[src/rx_sig_pkg.sv]
package rx_sig_pkg;
  // Channel and multiframe geometry
  localparam int          NUM_CH        = 24;
  localparam logic [4:0]  LAST_CH       = 5'h17;
  localparam logic [4:0]  SF_LAST_FRAME = 5'h0C;
  localparam logic [4:0]  ESF_LAST_FRM  = 5'h18;
  localparam logic [4:0]  FIRST_FRAME   = 5'h01;
  localparam logic [4:0]  FRM_A         = 5'h06;
  localparam logic [4:0]  FRM_B         = 5'h0C;
  localparam logic [4:0]  FRM_C         = 5'h12;
  localparam logic [4:0]  FRM_D         = 5'h18;

  // Line formats seen on the fmt input
  localparam logic [1:0]  FMT_SF        = 2'h0;
  localparam logic [1:0]  FMT_ESF       = 2'h1;
  localparam logic [1:0]  FMT_SLC96     = 2'h2;

  // Direct register offsets
  localparam logic [7:0]  OFS_PAY_CFG   = 8'hD0;
  localparam logic [7:0]  OFS_PAY_EN    = 8'hD1;
  localparam logic [7:0]  OFS_SIG_CFG   = 8'hD2;
  localparam logic [7:0]  OFS_ACC_STAT  = 8'hD3;
  localparam logic [7:0]  OFS_ACC_CTRL  = 8'hD4;
  localparam logic [7:0]  OFS_ACC_DATA  = 8'hD5;
  localparam logic [7:0]  OFS_FLAGS0    = 8'hD6;
  localparam logic [7:0]  OFS_FLAGS1    = 8'hD7;
  localparam logic [7:0]  OFS_FLAGS2    = 8'hD8;

  // Field positions, payload configuration
  localparam int          B_SNAP        = 7;
  localparam int          B_GTRUNK      = 6;
  // Field positions, payload control enable
  localparam int          B_POS_SEL     = 3;
  localparam int          B_FORCE_EN    = 2;
  localparam int          B_FORCE_LVL   = 1;
  localparam int          B_MASTER_EN   = 0;
  // Field positions, signaling configuration
  localparam int          B_FREEZE      = 3;
  localparam int          B_DEB         = 2;
  localparam int          B_IRQ_EN      = 1;
  localparam int          B_SIG_FMT     = 0;
  // Field positions, access control and indirect data
  localparam int          B_DIR         = 7;
  localparam int          B_EXT_EN      = 4;

  // Reset values
  localparam logic [7:0]  RST_PAY_CFG   = 8'h80;
  localparam logic [7:0]  RST_PAY_EN    = 8'h00;
  localparam logic [7:0]  RST_SIG_CFG   = 8'h01;
  localparam logic [7:0]  RST_ACC       = 8'h00;

  // Indirect address window
  localparam logic [6:0]  IND_FIRST     = 7'h01;
  localparam logic [6:0]  IND_LAST      = 7'h18;

  // Substitution selections
  localparam logic [2:0]  SUB_NONE      = 3'h0;
  localparam logic [2:0]  SUB_TRUNK     = 3'h1;
  localparam logic [2:0]  SUB_ALAW      = 3'h2;
  localparam logic [2:0]  SUB_MULAW     = 3'h3;

  // Digital milliwatt sequences, eight bytes each
  localparam logic [0:7][7:0] MW_ALAW  = {8'h34, 8'h21, 8'h21, 8'h34,
                                          8'hB4, 8'hA1, 8'hA1, 8'hB4};
  localparam logic [0:7][7:0] MW_MULAW = {8'h1E, 8'h0B, 8'h0B, 8'h1E,
                                          8'h9E, 8'h8B, 8'h8B, 8'h9E};
endpackage

[src/rx_payload_signaling_ctrl.sv]
// How it works
// - Snapshot holds first-frame signaling whole superframe
// - Trunk conditioning per channel or global
// - Global select zero uses per-channel substitution
// - Global select one applies data trunk code
// - Codes two/three give A-law/mu-law milliwatt
// - Signaling force only in SF/ESF/SLC-96
// - Force level picks logic zero or one
// - Master enable gates all payload functions
// - Freeze holds stored ABCD values
// - Debounce needs two matching codewords
// - Interrupt when enabled and any flag
// - Four-state: frames 6/18 A, 12/24 B
// - Sixteen-state stores all four bits in ESF/SLC-96
// - Position option keeps only upper two bits
// - Busy shows during indirect access
// - Control holds direction and seven-bit address
// - Read command returns byte in data
// - Change flags per channel, three registers
// - Writing one clears a flag
//
// The address-and-strobe port was chosen for this implementation.
`timescale 1ns/10ps
module rx_payload_signaling_ctrl (
  input  wire logic                  clk_sys,
  input  wire logic                  rst,
  // Register port
  input  wire logic [7:0]            reg_addr,
  input  wire logic [7:0]            reg_wdata,
  input  wire logic                  reg_wr,
  input  wire logic                  reg_rd,
  output logic      [7:0]            reg_rdata,
  // Framer side receive stream, one byte per channel slot
  input  wire logic                  rx_valid,
  input  wire logic [4:0]            rx_chan,
  input  wire logic [4:0]            rx_frame,
  input  wire logic [7:0]            rx_data,
  input  wire logic [1:0]            rx_fmt,
  input  wire logic                  rx_mf_sync,
  // Per-channel settings presented with each slot
  input  wire logic [2:0]            channel_substitution_sel,
  input  wire logic [7:0]            data_trunk_code,
  input  wire logic                  channel_trunk_cond_en,
  input  wire logic [3:0]            trunk_cond_code,
  // System side receive output
  output logic                       rx_out_valid,
  output logic      [7:0]            rx_out_data,
  output logic      [3:0]            rx_signaling_out,
  output logic                       irq
);
  import rx_sig_pkg::*;

  // Whole module state
  // One struct, so every flop shares one reset
  typedef struct packed {
    logic [7:0]             pay_cfg;     // Snapshot, trunk, substitution
    logic [7:0]             pay_en;      // Position, force, master
    logic [7:0]             sig_cfg;     // Freeze, debounce, irq, format
    logic [7:0]             acc_ctrl;    // Direction and address
    logic [7:0]             acc_data;    // Indirect data byte
    logic                   busy;        // Indirect access pending
    logic [23:0]            flags;       // Change of state per channel
    logic [23:0]            ext_en;      // Extraction enable per channel
    logic [23:0][3:0]       abcd;        // Stored signaling
    logic [23:0][3:0]       asm_cw;      // Codeword being assembled
    logic [23:0][3:0]       prev_cw;     // Last received codeword
    logic [23:0][3:0]       snap;        // Snapshot copies
    logic [2:0]             mw_phase;    // Milliwatt byte index
    logic [7:0]             rdata;       // Read data register
    logic                   irq;         // Interrupt output
    logic                   out_valid;   // Output strobe
    logic [7:0]             out_data;    // Output payload
    logic [3:0]             out_sig;     // Output signaling
  } state_t;

  state_t st_r;   // Registered state
  state_t st_nxt; // Next state

  // Decoded configuration
  logic       snap_en;
  logic       gtrunk_en;
  logic [2:0] gsub_sel;
  logic       pos_sel;
  logic       force_en;
  logic       force_lvl;
  logic       master_en;
  logic       freeze_en;
  logic       deb_en;
  logic       irq_en;
  logic       sig_16;
  // Stream helpers
  logic       sig_fmt;     // Format carries robbed-bit signaling
  logic       esf_like;    // ESF or SLC-96
  logic       chan_ok;     // Slot index in range
  logic [4:0] mf_last;     // Last frame of multiframe
  logic [3:0] cw;          // Codeword with this slot's bit merged
  logic [3:0] cw_masked;   // Codeword after format masking
  logic       accept;      // Codeword may update storage
  logic [2:0] sub_sel;     // Effective substitution
  logic [3:0] sig_src;     // Signaling before conditioning
  logic [4:0] ind_idx;     // Indirect channel index
  logic       ind_ok;      // Indirect address in window
  logic [23:0] clr_mask;   // Flags cleared by this write
  logic [23:0] set_mask;   // Flags set by this slot

  // Field decode from the held registers
  assign snap_en   = st_r.pay_cfg[B_SNAP];
  assign gtrunk_en = st_r.pay_cfg[B_GTRUNK];
  assign gsub_sel  = st_r.pay_cfg[2:0];
  assign pos_sel   = st_r.pay_en[B_POS_SEL];
  assign force_en  = st_r.pay_en[B_FORCE_EN];
  assign force_lvl = st_r.pay_en[B_FORCE_LVL];
  assign master_en = st_r.pay_en[B_MASTER_EN];
  assign freeze_en = st_r.sig_cfg[B_FREEZE];
  assign deb_en    = st_r.sig_cfg[B_DEB];
  assign irq_en    = st_r.sig_cfg[B_IRQ_EN];
  assign sig_16    = st_r.sig_cfg[B_SIG_FMT];

  // Format and window decode
  // Slot index past 23 is refused, not wrapped
  assign esf_like = (rx_fmt == FMT_ESF) || (rx_fmt == FMT_SLC96);
  assign sig_fmt  = esf_like || (rx_fmt == FMT_SF);
  assign chan_ok  = (rx_chan <= LAST_CH);
  assign mf_last  = esf_like ? ESF_LAST_FRM : SF_LAST_FRAME;
  assign ind_ok   = (st_r.acc_ctrl[6:0] >= IND_FIRST) &&
                    (st_r.acc_ctrl[6:0] <= IND_LAST);
  assign ind_idx  = 5'(st_r.acc_ctrl[6:0] - IND_FIRST);

  // Merge this slot's robbed bit into the channel codeword
  // Only bit 0 of the slot byte is signaling
  always_comb begin
    // Out-of-range slot reads no storage
    cw = chan_ok ? st_r.asm_cw[rx_chan] : 4'h0;
    if (esf_like && !sig_16) begin
      if (rx_frame == FRM_A || rx_frame == FRM_C) begin
        cw[3] = rx_data[0];
      end
      if (rx_frame == FRM_B || rx_frame == FRM_D) begin
        cw[2] = rx_data[0];
      end
    end else begin
      // sixteen-state, SF uses A and B only
      if (rx_frame == FRM_A) begin
        cw[3] = rx_data[0];
      end
      if (rx_frame == FRM_B) begin
        cw[2] = rx_data[0];
      end
      if (rx_frame == FRM_C) begin
        cw[1] = rx_data[0];
      end
      if (rx_frame == FRM_D) begin
        cw[0] = rx_data[0];
      end
    end
  end

  // Drop bits the current format does not carry
  always_comb begin
    // C and D also dropped in SF and four-state
    cw_masked = cw;
    // only A and B valid with position option
    if (!esf_like || !sig_16 || pos_sel) begin
      cw_masked[1:0] = 2'h0;
    end
  end

  // Whether a finished codeword may reach storage
  always_comb begin
    accept = !freeze_en;
    // Previous codeword tracks even while frozen
    // debounce wants two equal codewords
    if (deb_en && chan_ok && (cw_masked != st_r.prev_cw[rx_chan])) begin
      accept = 1'b0;
    end
  end

  // Effective data substitution for this slot
  // Per-slot field counts only when global is zero
  always_comb begin
    // per-channel field when global is zero
    sub_sel = (gsub_sel == SUB_NONE) ? channel_substitution_sel : gsub_sel;
    // Codes four to seven fall through as data
  end

  // Signaling source before trunk and force
  always_comb begin
    // Frame one shows stored value and arms copy
    sig_src = 4'h0;
    if (chan_ok) begin
      if (master_en && snap_en && rx_mf_sync && sig_fmt) begin
        sig_src = (rx_frame == FIRST_FRAME) ? st_r.abcd[rx_chan]
                                            : st_r.snap[rx_chan];
      end else begin
        sig_src = st_r.abcd[rx_chan];
      end
    end
  end

  // Flag masks: set by extraction, cleared by write-one
  always_comb begin
    clr_mask = 24'h00_0000;
    set_mask = 24'h00_0000;
    // Only the three flag offsets clear
    if (reg_wr) begin
      unique case (reg_addr)
        OFS_FLAGS0: clr_mask[7:0]   = reg_wdata;
        OFS_FLAGS1: clr_mask[15:8]  = reg_wdata;
        OFS_FLAGS2: clr_mask[23:16] = reg_wdata;
        default:    clr_mask        = 24'h00_0000;
      endcase
    end
    // Flag only when the stored value changes
    if (rx_valid && chan_ok && rx_mf_sync && sig_fmt &&
        st_r.ext_en[rx_chan] && (rx_frame == mf_last) && accept &&
        (cw_masked != st_r.abcd[rx_chan])) begin
      set_mask[rx_chan] = 1'b1;
    end
  end

  // Next state
  always_comb begin
    st_nxt = st_r;
    st_nxt.out_valid = 1'b0;
    // Read data falls back to zero each cycle
    st_nxt.rdata     = 8'h00;

    // Register writes
    // Reserved bits masked so they read back zero
    if (reg_wr) begin
      unique case (reg_addr)
        OFS_PAY_CFG: st_nxt.pay_cfg = reg_wdata & 8'hC7;
        OFS_PAY_EN:  st_nxt.pay_en  = reg_wdata & 8'h0F;
        OFS_SIG_CFG: st_nxt.sig_cfg = reg_wdata & 8'h0F;
        OFS_ACC_CTRL: begin
          // a command arms busy; ignored while busy
          if (!st_r.busy) begin
            st_nxt.acc_ctrl = reg_wdata;
            st_nxt.busy     = 1'b1;
          end
        end
        OFS_ACC_DATA: begin
          // data staged before the write command
          if (!st_r.busy) begin
            st_nxt.acc_data = reg_wdata;
          end
        end
        default: begin
          // Other offsets store nothing
          // Unmapped writes leave no trace
        end
      endcase
    end

    // Register reads, data in next cycle
    // Reading never disturbs flags or busy
    if (reg_rd) begin
      unique case (reg_addr)
        OFS_PAY_CFG:  st_nxt.rdata = st_r.pay_cfg;
        OFS_PAY_EN:   st_nxt.rdata = st_r.pay_en;
        OFS_SIG_CFG:  st_nxt.rdata = st_r.sig_cfg;
        OFS_ACC_STAT: st_nxt.rdata = {7'h00, st_r.busy};
        OFS_ACC_CTRL: st_nxt.rdata = st_r.acc_ctrl;
        OFS_ACC_DATA: st_nxt.rdata = st_r.acc_data;
        OFS_FLAGS0:   st_nxt.rdata = st_r.flags[7:0];
        OFS_FLAGS1:   st_nxt.rdata = st_r.flags[15:8];
        OFS_FLAGS2:   st_nxt.rdata = st_r.flags[23:16];
        default:      st_nxt.rdata = 8'h00;
      endcase
    end

    // Indirect access completes one cycle after the command
    // A status read in the next cycle still shows busy; the read after shows it clear
    if (st_r.busy) begin
      st_nxt.busy = 1'b0;
      if (ind_ok) begin
        if (st_r.acc_ctrl[B_DIR]) begin
          st_nxt.acc_data = {3'h0, st_r.ext_en[ind_idx],
                             st_r.abcd[ind_idx]};
        end else begin
          st_nxt.ext_en[ind_idx] = st_r.acc_data[B_EXT_EN];
        end
      end else if (st_r.acc_ctrl[B_DIR]) begin
        // Out-of-window read returns zero
        st_nxt.acc_data = 8'h00;
      end
    end

    // Receive slot processing
    // Extraction itself ignores master enable
    if (rx_valid && chan_ok) begin
      // Assemble codeword; restart at first frame
      st_nxt.asm_cw[rx_chan] = (rx_frame == FIRST_FRAME) ? 4'h0 : cw;
      // lock first-frame signaling for the superframe
      if (rx_frame == FIRST_FRAME) begin
        st_nxt.snap[rx_chan] = st_r.abcd[rx_chan];
      end
      // Codeword complete at multiframe end
      if (rx_mf_sync && sig_fmt && st_r.ext_en[rx_chan] &&
          (rx_frame == mf_last)) begin
        st_nxt.prev_cw[rx_chan] = cw_masked;
        if (accept) begin
          st_nxt.abcd[rx_chan] = cw_masked;
        end
      end
      // Milliwatt sequence advances once per frame
      // Three-bit phase wraps every eight frames
      if (rx_chan == LAST_CH) begin
        st_nxt.mw_phase = st_r.mw_phase + 3'h1;
      end

      // Output payload
      // Pass-through unless a function below acts
      st_nxt.out_valid = 1'b1;
      st_nxt.out_data  = rx_data;
      st_nxt.out_sig   = sig_src;
      if (master_en) begin
        unique case (sub_sel)
          // data trunk code, by global or per-channel select
          SUB_TRUNK: st_nxt.out_data = data_trunk_code;
          SUB_ALAW:  st_nxt.out_data = MW_ALAW[st_r.mw_phase];
          SUB_MULAW: st_nxt.out_data = MW_MULAW[st_r.mw_phase];
          default:   st_nxt.out_data = rx_data;
        endcase
        // trunk conditioning global or per channel
        if (gtrunk_en || channel_trunk_cond_en) begin
          st_nxt.out_sig = trunk_cond_code;
        end
        // Force last, so it wins over trunk code
        // force only in signaling formats
        if (force_en && sig_fmt) begin
          st_nxt.out_sig = force_lvl ? 4'hF : 4'h0;
        end
      end
    end

    // set wins over a same-cycle clear
    st_nxt.flags = (st_r.flags & ~clr_mask) | set_mask;
    // Registered from next flags, so irq changes in the same cycle as flags
    // interrupt from any flag when enabled
    st_nxt.irq = irq_en && (|st_nxt.flags);
  end

  // State register
  // Reset branch loads constants only
  always_ff @(posedge clk_sys or posedge rst) begin
    if (rst) begin
      st_r          <= '0;
      st_r.pay_cfg  <= RST_PAY_CFG;
      st_r.pay_en   <= RST_PAY_EN;
      st_r.sig_cfg  <= RST_SIG_CFG;
      st_r.acc_ctrl <= RST_ACC;
      st_r.acc_data <= RST_ACC;
      // Every channel extracts after reset
      st_r.ext_en   <= '1;
    end else begin
      st_r <= st_nxt;
    end
  end

  // Outputs straight from state flops
  // No logic after the flops, so no glitches
  assign reg_rdata        = st_r.rdata;
  assign rx_out_valid     = st_r.out_valid;
  assign rx_out_data      = st_r.out_data;
  assign rx_signaling_out = st_r.out_sig;
  assign irq              = st_r.irq;
endmodule

[config.mk]
export PLATFORM = sky130hd
export DESIGN_NAME = rx_payload_signaling_ctrl
export DESIGN_NICKNAME = d
export VERILOG_FILES = /design/src/rx_sig_pkg.sv /design/src/rx_payload_signaling_ctrl.sv
export SDC_FILE = /design/constraint.sdc
export NUM_CORES = 1
export LEC_CHECK = 0
export BUFFER_PORTS_ARGS = -buffer_cell sky130_fd_sc_hd__buf_2
export CAP_MARGIN = 25
export CELL_PAD_IN_SITES_DETAIL_PLACEMENT = 1
export CELL_PAD_IN_SITES_GLOBAL_PLACEMENT = 2
export CORE_ASPECT_RATIO = 1.1
export CORE_MARGIN = 10
export CORE_UTILIZATION = 43
export DETAILED_ROUTE_END_ITERATION = 6
export PLACE_DENSITY = 0.78
export SYNTH_ARGS = -nofsm -noshare
export SYNTH_HDL_FRONTEND = slang
export SYNTH_SLANG_ARGS = --single-unit
export TNS_END_PERCENT = 5
[constraint.sdc]
create_clock -name clk_sys -period 20.4 [get_ports clk_sys]
set_input_delay 2.04 -clock clk_sys [delete_from_list [all_inputs] [get_ports clk_sys]]
set_output_delay 2.04 -clock clk_sys [all_outputs]
set_load 0.03 [all_outputs]
Word-level counts from Yosys, hierarchy flattened
Memory sizes are Yosys's and may differ from the RTL's.
Cells that the tools add are included.
{"block": "classes", "eq_ne": 23, "bitwise_logic": 6, "muxes": 67, "n_addsub": 2, "order_cmp": 8, "reduce_logical": 46}
{"operator": "bitwise mux 96 bit", "n": 4}
{"operator": "two-way mux 8 bit", "n": 13}
{"operator": "binary-select mux 4 bit (select 5 bit)", "n": 5}
{"operator": "== test 8 bit, second input constant", "n": 9}
{"operator": "one-hot mux 8 bit (9 select lines)", "n": 1}
{"operator": "two-way mux 4 bit", "n": 14}
{"operator": "two-way mux 24 bit", "n": 2}
{"operator": "AND 24 bit", "n": 1}
{"operator": "bitwise mux 24 bit", "n": 1}
{"operator": "NOT 24 bit", "n": 1}
{"operator": "OR 24 bit", "n": 1}
{"operator": "one-hot mux 8 bit (3 select lines)", "n": 1}
{"operator": "OR reduction 24 bit", "n": 1}
{"operator": "logical AND 1 bit", "n": 21}
{"operator": "demux 4 bit (select 5 bit)", "n": 1}
{"operator": "two-way mux 9 bit", "n": 2}
{"operator": "== test 5 bit, second input constant", "n": 3}
{"operator": "AND reduction 2 bit", "n": 7}
{"operator": "two-way mux 13 bit", "n": 1}
{"operator": "less-than comparator 5 x 6 -> 1 bit, second input constant", "n": 2}
{"operator": "two-way mux 1 bit", "n": 12}
{"operator": "two-way mux 12 bit", "n": 1}
{"operator": "binary-select mux 1 bit (select 5 bit)", "n": 2}
{"operator": "demux 1 bit (select 5 bit)", "n": 2}
{"operator": "27 further kinds", "n": 44}
{"block": "word_totals", "out_inout_bits": 22, "n_memories": 2, "ff_bits": 487, "inputBits": 58, "mem_bits_ro": 128}
{"name": "(name not given)", "depth": 8, "width": 8, "rd": 1, "rd_clocked_by_memory_dff": 0, "wr": 0, "line_no": "rx_payload_signaling_ctrl.sv:322", "text": "SUB_MULAW: st_nxt.out_data = MW_MULAW[st_r.mw_phase];"}
{"name": "(name not given)", "depth": 8, "width": 8, "rd": 1, "rd_clocked_by_memory_dff": 0, "wr": 0, "line_no": "rx_payload_signaling_ctrl.sv:321", "text": "SUB_ALAW: st_nxt.out_data = MW_ALAW[st_r.mw_phase];"}

Depth between registers and ports, before layout
{"block": "depth", "depth_word": 15, "ltp_mapped": 14, "mapped_depth_nobuf": 10}

Least setup slack after synthesis
Ideal clock, no wire load.
{"block": "synth_path", "path_kind": "input port to flip-flop", "startpoint": "input rx_chan[1]", "endpoint": "register st_r[330] in the netlist's numbering", "n_path_buf": 4, "arrival_ns": 4.623, "setup_time_ns": 0.136, "path_slack_ns": 15.641, "path_stages": 12, "path_cell_list": "buf_2 > or4b_2 > o22ai_1 > nor4_1 > a21o_1 > clkbuf_2 > xnor2_1 > or4_1 > buf_2 > buf_2 > nor2_1 > o32ai_1"}
{"block": "synth_via", "elab_chain_cells": 10, "elab_cells_between_ends": 31, "classes_between": "order compare: 3; eq/ne: 1; mux: 20; reduce/logical: 7"}
{"element": "from (decl)", "line_no": "rx_payload_signaling_ctrl.sv:35", "text": "input wire logic [4:0] rx_chan,"}
{"element": "binary-select mux 4 bit (select 5 bit)", "line_no": "rx_payload_signaling_ctrl.sv:133", "text": "cw = chan_ok ? st_r.asm_cw[rx_chan] : 4'h0;"}
{"element": "two-way mux 4 bit (implied by the code)", "line_no": "rx_payload_signaling_ctrl.sv:133"}
{"element": "two-way mux 4 bit", "line_no": "rx_payload_signaling_ctrl.sv:133"}
{"element": "two-way mux 1 bit, on equally long branches", "line_no": "rx_payload_signaling_ctrl.sv:152, rx_payload_signaling_ctrl.sv:149"}
{"element": "two-way mux 2 bit", "line_no": "rx_payload_signaling_ctrl.sv:134", "text": "if (esf_like && !sig_16) begin"}
{"element": "two-way mux 2 bit", "line_no": "rx_payload_signaling_ctrl.sv:163", "text": "if (!esf_like || !sig_16 || pos_sel) begin"}
{"element": "inequality test 4 bit", "line_no": "rx_payload_signaling_ctrl.sv:173", "text": "if (deb_en && chan_ok && (cw_masked != st_r.prev_cw[rx_chan])) begin"}
{"element": "logical AND 1 bit", "line_no": "rx_payload_signaling_ctrl.sv:173"}
{"element": "two-way mux 1 bit", "line_no": "rx_payload_signaling_ctrl.sv:173"}
{"element": "AND reduction 3 bit (no line)"}
{"element": "to (signal assigned)", "line_no": "rx_payload_signaling_ctrl.sv:357", "text": "st_r <= st_nxt;"}
{"element": "to (decl)", "line_no": "rx_payload_signaling_ctrl.sv:76", "text": "state_t st_r;"}
Several ways; a longest one is shown, not always the timed one. The select of a mux whose other input is x is not followed.
A chain may end at the register's enable or synchronous reset.

Final worst setup path
{"block": "layout_path", "startpoint": "input rx_chan[0]", "endpoint": "register st_r[346] in the netlist's numbering"}
The elaborated chain is that of the path after synthesis.

==> out/metrics.cfg <==
[yosys]
synthesis.area_um2=25200
synth-edff-count=0
async_reset_ff_frac=1.00
ys_ff_latch=487
ys_types=79
netlist_instances=2291
synth_area_per_cell_um2=11.0
yosysSeqAreaShare=0.485
ys.flop_type=dfrtp_1
yosys_warnings=0
synth.net_count=2357

[die]
design.die.area_um2=68700
die_w_um=251
io_pins=80
start_util=0.432
coreArea_um2=58300
die_y_um=274
num_rows=93

[pwr]
vdd_ir_drop_max_mv=0.0671
finalPower_w=0.00220
combPwrFrac=0.084
swShare=0.261
p_int_w=0.00162
seqPwrFrac=0.454
power.leakage_nw=11.8
power.density_nw_per_um2=78.7
switching_power_w=0.000574
clkPwrFrac=0.462

[timing]
final-setup-viol-count=0
fmax_mhz=153
hold_viol_final=0
period_minus_slack_ns=6.53
finalMaxSlewViolations=0
worst_clock_skew_ns=0.0438
fin_crit_sh=0.320
tightest_slew_ns=1.06
final.setup.tns_ns=0
rsz0062_at_grt=false
slew_headroom=0.291

[finish]
fillers=6154
drive_gt1_frac=0.222
layout.nets=2357
final_cell_mix=dfrtp_1, nand2_1, o21ai_0
area_growth_pct=11.0
layout_commonest_cell=dfrtp_1

[route]
viasPerCell=6.46
ant_nets=0
routedWlPerCell_um=28.4
wl_met2_um=42800
vias=20027
routed-wl-met3_um=4430
drt_iter0_markers=1761
wl_met1_um=36600
top_layer_used=met4
drc_errors=0
dr.pass1.iters=5
routed_wl_um=88000

[worst_setup_path]
cp-end-kind=register
crit_slowest_cell=buf_4
cp.arrival_ns=7.04
cpPeakStageDelay_ns=0.76
startpoint_type=input pin
cpMostUsedCell=buf_4
worstPathCellList=clkbuf_8, buf_4, mux2i_1, nor3_1, nor4_1, a21o_1, buf_4, xnor2_1, nor4_4, a31oi_4, buf_4, o32ai_1
crit_type=in -> reg
critPathMaxFanout=96
crit_required_ns=20.92
rr_worst_depth=9

[cts]
root_buffer=clkbuf_16
cts-hold-fix-buffers=0
numClockSinks=487
htreeDepth=2
path_clk_slew_ns=0.06
cts_setup_buffers=0
cts_tree=yes
clockBufferDepth=3
post_cts_resize_count=0
cts_made_buffers=55
clock_latency_ns=0.65

[placed_design]
dp_hpwl_um=60000
place.gp.congestion=0.888
portBuffers=79

[global_routing]
grt_pass1_vias=20945
grt_use_total=0.252
grt_pass1_wl_um=135000
grt_remaining_overflow=0
antenna_found_initial=4
grt_max_degree=110

[hold_path]
hold_depth=1
hp-class=reg -> reg

[job]
maxCapViolCount=0

[run_status]
outcome=completed

## through the flow
step	utilization	setup WS, ns	cells	hold slack [ns]	cell area [um2]
after floorplan	-	4.81	2291	0.444	25200
after global placement	0.446	13.49	2990	0.457	26000
after detailed placement	0.447	13.33	2992	0.467	26000
after CTS	0.479	14.00	3094	0.479	27900
after global routing	0.480	13.61	3099	0.494	28000
final	0.480	13.87	3099	0.473	28000
## layout make-up
class                   count  area [um2]  share of cell area
flip-flops and latches    487       12200               0.437
multi-input cells        1599       12000               0.430
clock buffers              86        1650              0.0591
well taps                 760         951              0.0340
repair buffers            126         816              0.0292
clock inverters            16         204             0.00730
inverters                  22        90.1             0.00322
diodes                      3        7.51            0.000269
## logic make-up after synthesis
logic type               Yosys count  synth area share
flip-flops                       487             0.485
adder cells (fa/ha/maj)            8           0.00397
buffers and inverters            205            0.0404
AO/OA/AOI/OAI                    633             0.168
multiplexers                     325             0.188
AND/OR/NAND/NOR                  621             0.111
XOR/XNOR                          12           0.00417
## per-layer routing
layer  GRT usage  vias up
li1            -     8588
met1       0.323    10564
met2       0.416      681
met3      0.0334      194
met4       0.121        0
met5           0        -
## state kept, by name, summed over array words and instances (netlist names), 3 cells and up
signal            count
st_r                452
rx_out_data           8
gsub_sel              3
rx_signaling_out      4
reg_rdata             8
## cell usage after synthesis (26+ instances only)
master    count  area [um2]
a21oi_1      73         365
mux2_2      139        1570
buf_2        26         130
o22ai_1      42         263
clkbuf_1    102         383
mux2i_1      82         821
o32ai_1      70         613
o31ai_1      32         240
buf_4        35         263
dfrtp_1     461       11500
nor2_1      168         631
nand3_1      31         155
a221oi_1     29         254
nand2_1     297        1110
dfstp_2      26         683
o21ai_0     240        1200
mux4_2      104        2340
## critical path, delay by kind of cell
| family | cells | cell delay [ns] |
|---|---|---|
| simple gates | 3 | 1.21 |
| mux | 1 | 0.31 |
| buf+inv | 4 | 2.32 |
| compound gates | 3 | 0.75 |
| xor+xnor | 1 | 0.21 |
## path summary, 6_finish.rpt
check	startpoint	endpoint	slack, ns
max	rx_chan[0]	st_r[346]	13.87
min	rx_signaling_out[3]	rx_signaling_out[3]	0.47
max reg2reg	sig_16	st_r[346]	16.11
min reg2reg	rx_signaling_out[3]	rx_signaling_out[3]	0.47
max in group asynchronous	rst	st_r[37]	15.19
min in group asynchronous	rst	rx_out_data[6]	1.51
## power groups by stage
stage | Sequential (W) | Clock [W] | Combinational, W
global route | 0.00100 | 0.00107 | 0.000200
floorplan | 0.00101 | 0 | 0.000126
CTS | 0.000999 | 0.00103 | 0.000184
detailed placement | 0.00102 | 0 | 0.000183
finish | 0.000999 | 0.00102 | 0.000185
global placement | 0.00101 | 0 | 0.000179
(Power assumes the default switching activity.)
